--- src/etr_pkg.sv ---
// Package for the emulated target reset control block
// Notes on behaviour
// - Emulator reset and emulated-core reset are separate; neither asserts the other.
// - Core reset is accepted while running and while halted, per source gating.
// - Back-panel target reset button resets the core only while running.
// - Pod reset button resets the core only while running.
// - Host reset command resets the core once ready, running or halted, and halts it if running.
// - Target board reset resets the core only while running.
// - Only target-board resets drive the target reset net; others stay internal.
// - For the special part, external reset needs the host enable option.
// - Emulator reset clears program memory; host must reload the image.
// - Emulator reset drops ready; ready returns only after reinitialisation completes.
// - After power-up, supply-present shows at once; ready follows init and self-test.
package etr_pkg;

  // ----------------------------------------
  // Timing
  // ----------------------------------------
  localparam int CLK_PERIOD_NS = 8;
  localparam int DEBOUNCE_US = 10;
  localparam int DEBOUNCE_CYCLES = (DEBOUNCE_US * 1000) / CLK_PERIOD_NS;
  localparam int CORE_RST_CYCLES = 16;
  localparam int INIT_CYCLES = 65536;
  localparam int CNT_W = 20;

  // ----------------------------------------
  // Types
  // ----------------------------------------
  typedef enum logic [1:0] {
    ETR_ST_RESET = 2'b00,
    ETR_ST_CLEAR = 2'b01,
    ETR_ST_TEST = 2'b11,
    ETR_ST_READY = 2'b10
  } etr_state_t;

  typedef struct packed {
    logic panel_button;
    logic pod_button;
    logic target_board;
  } etr_pins_t;

endpackage

--- src/etr_debounce.sv ---
// Synchroniser and debouncer for one asynchronous reset source
`timescale 1ns/1ps
module etr_debounce import etr_pkg::*; #(
  parameter int STABLE_CYCLES = DEBOUNCE_CYCLES
) (
  input wire logic i_clk,
  input wire logic i_reset,
  input wire logic i_raw,
  output logic o_level,
  output logic o_rise
);
  logic meta_reg;
  logic sync_reg;
  logic level_reg;
  logic rise_reg;
  logic [CNT_W-1:0] cnt_reg;
  logic [CNT_W-1:0] cnt_next;
  wire logic differs = sync_reg != level_reg;
  wire logic settled = cnt_reg >= CNT_W'(STABLE_CYCLES - 1);

  assign cnt_next = (differs && !settled) ? cnt_reg + CNT_W'(1) : '0;

  always_ff @(posedge i_clk) begin
    if (i_reset) begin
      meta_reg <= 1'b0;
      sync_reg <= 1'b0;
      level_reg <= 1'b0;
      rise_reg <= 1'b0;
      cnt_reg <= '0;
    end else begin
      meta_reg <= i_raw;
      sync_reg <= meta_reg;
      cnt_reg <= cnt_next;
      if (differs && settled) begin
        level_reg <= sync_reg;
      end
      rise_reg <= differs && settled && sync_reg;
    end
  end

  assign o_level = level_reg;
  assign o_rise = rise_reg;
endmodule

--- src/etr_reset_ctrl.sv ---
// Top of the emulated target reset control block
`timescale 1ns/1ps
module etr_reset_ctrl import etr_pkg::*; #(
  parameter int INIT_LEN = INIT_CYCLES,
  parameter int DEBOUNCE_LEN = DEBOUNCE_CYCLES,
  parameter int CORE_RST_LEN = CORE_RST_CYCLES
) (
  input wire logic i_clk,
  input wire logic i_reset,
  input wire logic i_emu_reset_button,
  input wire logic i_back_panel_target_reset_button,
  input wire logic i_pod_reset_button,
  input wire logic i_target_reset,
  input wire logic i_host_reset_cmd,
  input wire logic i_host_ext_reset_en,
  input wire logic i_ext_reset_gated_part,
  input wire logic i_core_running,
  input wire logic i_self_test_pass,
  output logic o_supply_ok,
  output logic o_ready,
  output logic o_prog_mem_clear,
  output logic o_core_reset,
  output logic o_core_halt,
  output logic o_target_reset_out,
  output logic o_target_reset_oe
);
  // ----------------------------------------
  // Input conditioning
  // ----------------------------------------
  etr_pins_t raw;
  etr_pins_t rise;
  etr_pins_t level;
  logic emu_btn_rise;

  assign raw = '{panel_button: i_back_panel_target_reset_button,
                 pod_button: i_pod_reset_button,
                 target_board: i_target_reset};

  etr_debounce #(.STABLE_CYCLES(DEBOUNCE_LEN)) u_db_panel (
    .i_clk(i_clk),
    .i_reset(i_reset),
    .i_raw(raw.panel_button),
    .o_level(level.panel_button),
    .o_rise(rise.panel_button)
  );
  etr_debounce #(.STABLE_CYCLES(DEBOUNCE_LEN)) u_db_pod (
    .i_clk(i_clk),
    .i_reset(i_reset),
    .i_raw(raw.pod_button),
    .o_level(level.pod_button),
    .o_rise(rise.pod_button)
  );
  etr_debounce #(.STABLE_CYCLES(DEBOUNCE_LEN)) u_db_tgt (
    .i_clk(i_clk),
    .i_reset(i_reset),
    .i_raw(raw.target_board),
    .o_level(level.target_board),
    .o_rise(rise.target_board)
  );
  etr_debounce #(.STABLE_CYCLES(DEBOUNCE_LEN)) u_db_emu (
    .i_clk(i_clk),
    .i_reset(i_reset),
    .i_raw(i_emu_reset_button),
    .o_level(),
    .o_rise(emu_btn_rise)
  );

  // ----------------------------------------
  // Emulator reset domain
  // ----------------------------------------
  etr_state_t state_reg;
  etr_state_t state_next;
  logic [CNT_W-1:0] init_cnt_reg;
  logic [CNT_W-1:0] init_cnt_next;
  wire logic in_clear = state_reg == ETR_ST_CLEAR;
  wire logic emu_ready = state_reg == ETR_ST_READY;
  wire logic init_done = init_cnt_reg >= CNT_W'(INIT_LEN - 1);
  // A press restarts the whole sequence, even halfway through a clear
  wire logic emu_restart = emu_btn_rise;

  // Counts clear cycles; held at zero outside the clear phase
  assign init_cnt_next = (in_clear && !init_done) ? init_cnt_reg + CNT_W'(1) : '0;

  // Button restarts the sequence; it never touches the core reset path
  always_comb begin
    state_next = state_reg;
    case (state_reg)
      ETR_ST_RESET: begin
        state_next = ETR_ST_CLEAR;
      end
      ETR_ST_CLEAR: begin
        if (init_done) begin
          state_next = ETR_ST_TEST;
        end
      end
      ETR_ST_TEST: begin
        if (i_self_test_pass) begin
          state_next = ETR_ST_READY;
        end
      end
      ETR_ST_READY: begin
        state_next = ETR_ST_READY;
      end
      default: begin
        state_next = ETR_ST_RESET;
      end
    endcase
    if (emu_restart) begin
      state_next = ETR_ST_RESET;
    end
  end

  always_ff @(posedge i_clk) begin
    if (i_reset) begin
      state_reg <= ETR_ST_RESET;
    end else begin
      state_reg <= state_next;
    end
  end

  always_ff @(posedge i_clk) begin
    if (i_reset) begin
      init_cnt_reg <= '0;
    end else begin
      init_cnt_reg <= init_cnt_next;
    end
  end

  // ----------------------------------------
  // Emulated-core reset domain
  // ----------------------------------------
  // Gated part ignores the board reset unless the host enabled it
  wire logic tgt_allowed = !i_ext_reset_gated_part || i_host_ext_reset_en;
  wire logic panel_req = rise.panel_button && i_core_running;
  wire logic pod_req = rise.pod_button && i_core_running;
  wire logic tgt_req = rise.target_board && i_core_running && tgt_allowed;
  // Host command is taken whether the core runs or not
  wire logic host_req = i_host_reset_cmd;
  // Nothing is taken while the emulator itself is still initialising
  wire logic core_req = (panel_req || pod_req || tgt_req || host_req) && emu_ready;
  logic [CNT_W-1:0] core_cnt_reg;
  logic [CNT_W-1:0] core_cnt_next;
  logic core_rst_reg;
  logic core_rst_next;
  logic halt_reg;
  logic halt_next;
  logic tgt_out_reg;
  logic tgt_out_next;
  wire logic core_busy = core_cnt_reg != '0;

  // A request in mid-pulse reloads the count, so the pulse is stretched
  assign core_cnt_next = core_req ? CNT_W'(CORE_RST_LEN - 1) :
                         core_busy ? core_cnt_reg - CNT_W'(1) : '0;
  assign core_rst_next = core_req || core_busy;
  assign halt_next = emu_ready && i_host_reset_cmd && i_core_running;
  // Board reset stays asserted on the net while held and the core runs; buttons and host never reach it
  assign tgt_out_next = level.target_board && i_core_running && tgt_allowed;

  always_ff @(posedge i_clk) begin
    if (i_reset) begin
      core_cnt_reg <= '0;
      core_rst_reg <= 1'b0;
    end else begin
      core_cnt_reg <= core_cnt_next;
      core_rst_reg <= core_rst_next;
    end
  end

  always_ff @(posedge i_clk) begin
    if (i_reset) begin
      halt_reg <= 1'b0;
    end else begin
      halt_reg <= halt_next;
    end
  end

  always_ff @(posedge i_clk) begin
    if (i_reset) begin
      tgt_out_reg <= 1'b0;
    end else begin
      tgt_out_reg <= tgt_out_next;
    end
  end

  // ----------------------------------------
  // Outputs
  // ----------------------------------------
  logic ready_reg;
  logic ready_next;
  logic clear_reg;
  logic clear_next;
  logic supply_reg;

  // Ready and clear look one state ahead so they change with the state register
  assign ready_next = state_next == ETR_ST_READY;
  assign clear_next = state_next == ETR_ST_CLEAR;

  always_ff @(posedge i_clk) begin
    if (i_reset) begin
      ready_reg <= 1'b0;
    end else begin
      ready_reg <= ready_next;
    end
  end

  always_ff @(posedge i_clk) begin
    if (i_reset) begin
      clear_reg <= 1'b0;
    end else begin
      clear_reg <= clear_next;
    end
  end

  // Supply flag has no clearing path: it shows from the first clock on
  always_ff @(posedge i_clk) begin
    if (i_reset) begin
      supply_reg <= 1'b1;
    end else begin
      supply_reg <= 1'b1;
    end
  end

  assign o_supply_ok = supply_reg;
  assign o_ready = ready_reg;
  assign o_prog_mem_clear = clear_reg;
  assign o_core_reset = core_rst_reg;
  assign o_core_halt = halt_reg;
  assign o_target_reset_out = tgt_out_reg;
  assign o_target_reset_oe = tgt_out_reg;
endmodule

--- config.mk ---
export PLATFORM = sky130hd
export DESIGN_NAME = etr_reset_ctrl
export DESIGN_NICKNAME = d
export VERILOG_FILES = /design/src/etr_pkg.sv /design/src/etr_debounce.sv /design/src/etr_reset_ctrl.sv
export SDC_FILE = /design/constraint.sdc
export NUM_CORES = 1
export LEC_CHECK = 0
export ABC_AREA = 0
export BUFFER_PORTS_ARGS = -buffer_cell sky130_fd_sc_hd__buf_4
export CORE_MARGIN = 4
export CORE_UTILIZATION = 52
export DETAILED_ROUTE_END_ITERATION = 16
export PLACE_DENSITY = 0.69
export SLEW_MARGIN = 40
export SYNTH_ARGS = -nofsm -noshare
export SYNTH_HDL_FRONTEND = slang
export SYNTH_SLANG_ARGS = --single-unit
--- constraint.sdc ---
create_clock -name i_clk -period 3.5 [get_ports i_clk]
set_clock_uncertainty 0.2 [all_clocks]
set_input_delay 0.525 -clock i_clk [delete_from_list [all_inputs] [get_ports i_clk]]
set_output_delay 0.525 -clock i_clk [all_outputs]
set_load 0.05 [all_outputs]
==> flow_summary_export.csv <==
group,metric,value,unit
placed_design,port_buffers,16,
worst_setup_path,max_stage_delay,600,ps
worst_setup_path,startpoint,"u_db_tgt.cnt_reg[1]",
timing,rsz0062_at_grt,"no",
synth,synth_top_family_by_area,"simple AND/OR/NAND/NOR gates",
timing,max_freq,402,MHz
synth,yosys-top-cells-area,"dfxtp_1 54%, nor2_1 5.6%, xnor2_1 5.3%",
synth,synthFlopType,"dfxtp_1",
global_routing,grt_first_pass_wirelength,15700,um
finish,drive_above_1_share,9.06,%
timing,finalSetupViolCount,0,
power_and_ir_drop,p_comb_share,14.9,%
power_and_ir_drop,p_leak,0.00230,uW
route,routedWlPerCell,11.8,um
route,vias,3740,
outcome,status,"completed",
route,first_pass_iters,4,
hold_path,min_path_type,"in -> reg",
synth,synthMuxAreaShare,0.188,%
worst_setup_path,timing_worst_setup_path_type,"reg -> reg",
placed_design,dp_hpwl,6040,um
finish,antennaDiodeCount,0,
synth,synth_seq_cells,143,
power_and_ir_drop,clkPwrFrac,40.2,%
power_and_ir_drop,cellPowerDensity,661,nW/um2
synth,synth_compound_area_share,5.91,%
cts,cts.clk_slew.worst_paths,60,ps
finish,multi_input_area,2470,um2
finish,areaGrowthSynthToFinish,18.6,%
timing,finalCritPeriodShare,71.0,%
power_and_ir_drop,pwr-share-seq,44.9,%
cts,cts.sinks,143,
route,totalWireLength,8880,um
global_routing,grt_pass1_vias,3575,
timing,max_slew_margin,59.4,%
floorplanning,ioPinCount,18,
floorplanning,start_util,53.9,%
timing,worstMarginPinSlew,609,ps
cts,cts.path.max_buffers,2,
synth,syn_area_per_cell,9.83,um2
cts,htree_num_levels,4,
cts,cts_buffers,17,
global_routing,grt_use_total,17.0,%
floorplanning,die_area,11900,um2
synth,yosys_warnings,0,
finish,fillCellCount,836,
worst_setup_path,cp_max_fo,11,
finish,fin_nets,632,
global_routing,grt_max_degree,27,
route,detail-route-antenna-nets,0,
timing,report.final.slew_viol_count,0,
route,drt-initial-drc-count,182,
power_and_ir_drop,p_switching,1060,uW
power_and_ir_drop,total_power,4170,uW
synth,async_reset_ff_share,0,%
timing,hold_viol,0,
synth,synth_cells,541,
floorplanning,die_x,109,um
synth,yosysTopAreaCellShare,53.8,%
synth,synth.distinct_cells,49,
synth,synth_area,5320,um2
power_and_ir_drop,p_int,3110,uW
cts,cts_tree,"done",
power_and_ir_drop,vdd_drop_max,0.410,mV
placed_design,place.gp.congestion,0.787,
finish,regArea,2860,um2
synth,synthSimpleGateAreaFrac,23.8,%
synth,yosys.area.top_type,"dfxtp_1",
synth,yosys-top-cells-count,"143 x dfxtp_1, 79 x nor2_1, 32 x xnor2_1",
floorplanning,die_h,109,um
floorplanning,core-area,9860,um2
power_and_ir_drop,swShare,25.5,%
timing,finalCriticalPeriod,2490,ps
route,vias_per_cell,4.98,
cts,cts_resized,0,
worst_setup_path,cpMaxStageDelayCell,"or4b_2",
worst_setup_path,required,3740,ps
route,drc,0,
synth,synthAdderAreaFrac,3.29,%
flow_run,maxCapViolCount,0,
timing,tns,0,ps
hold_path,hp-start,"i_host_reset_cmd",
worst_setup_path,crit_chain,"inv_1, ha_1, or4b_2, o211ai_1, nand4_1, nor2_1",
worst_setup_path,start_kind,"flop",
global_routing,antenna_found_initial,0,
global_routing,grt_overflow_total,0,
synth,ys_seq_area_share,53.8,%
worst_setup_path,crit_arrival,2730,ps
cts,clock-root-buffer,"clkbuf_8",
synth,synth_xor_area_share,10.4,%
synth,synth-edff-count,0,
floorplanning,num_rows,36,
worst_setup_path,r2r-start,"u_db_tgt.cnt_reg[1]",
worst_setup_path,cp-end-kind,"flop",
cts,insertion_delay,520,ps
synth,synth_most_common_cell,"dfxtp_1",
-- power groups by stage --
stage	registers (uW)	clock network (uW)	logic [uW]
2_1_floorplan	1900	0	478
3_3_place_gp	1900	0	599
3_5_place_dp	1900	0	616
4_1_cts	1870	1730	622
5_1_grt	1890	1810	694
6_report	1870	1680	620
-- worst paths after layout --
kind | slack [ps] | cells past startpoint | to
worst max-delay path | 1010 | 6 | u_db_tgt.cnt_reg[8]
worst min-delay path | 70 | 2 | o_core_halt
worst max register to register | 1010 | 6 | u_db_tgt.cnt_reg[8]
worst min register to register | 250 | 1 | u_db_pod.sync_reg
-- routing by layer --
metal | global-route usage (%) | vias up | part of all wire [%]
met5 | 0 | - | 0
met4 | 6.76 | 0 | 0.96
met3 | 7.46 | 7 | 4.3
met2 | 26.2 | 42 | 47
met1 | 20.9 | 1725 | 48
li1 | - | 1966 | -
-- per-stage QoR --
step / util, % / cell area, um2 / instances / worst slack, ps / hold WS [ps]
final: 64.0 / 6310 / 751 / 1010 / 70.5
after global routing: 64.0 / 6310 / 751 / 816 / 49.7
after CTS: 64.0 / 6310 / 751 / 978 / 31.5
after detailed placement: 57.9 / 5710 / 718 / 1020 / 232
after global placement: 57.9 / 5710 / 718 / 1170 / 223
after floorplan: - / 5460 / 580 / 1300 / 214
-- cells in the final DEF (no fill, tap or decap), types with 14 or more instances in the layout --
cell       instances
nand4_1           18
nand3_1           21
inv_1             19
ha_1              14
conb_1            41
buf_4             18
nand2_1           25
clkbuf_16         16
xnor2_1           32
nor3_1            29
nor2_1            79
dfxtp_1          143
xor2_1            31
-- critical path: cells and delay by family, from the launching register on --
family / cells / cell delay [ps]
fa+ha+maj: 1 / 170
simple gates: 3 / 1260
flops: 1 / 380
buf+inv: 1 / 80
compound gates: 1 / 320
-- area by class of cell --
cell class              instances  area share [%]
repair buffers                 21            2.62
flip-flops and latches        143            45.4
clock buffers                  26            8.21
well taps                     133            2.64
multi-input cells             405            39.2
inverters                      19            1.13
clock inverters                 4           0.793
-- logic make-up after synthesis --
group | Yosys count
AND/OR/NAND/NOR | 242
flip-flops | 143
XOR/XNOR | 63
AO/OA/AOI/OAI | 44
buffers and inverters | 32
adder cells (fa/ha/maj) | 14
other | 2
multiplexers | 1
-- timing repair --
item | CTS | global route
hold buffers | 3 | 0
hold endpoints to repair | 3 | 0
buffers inserted | 0 | 0
Note: power is estimated with default switching activity, not from simulation.
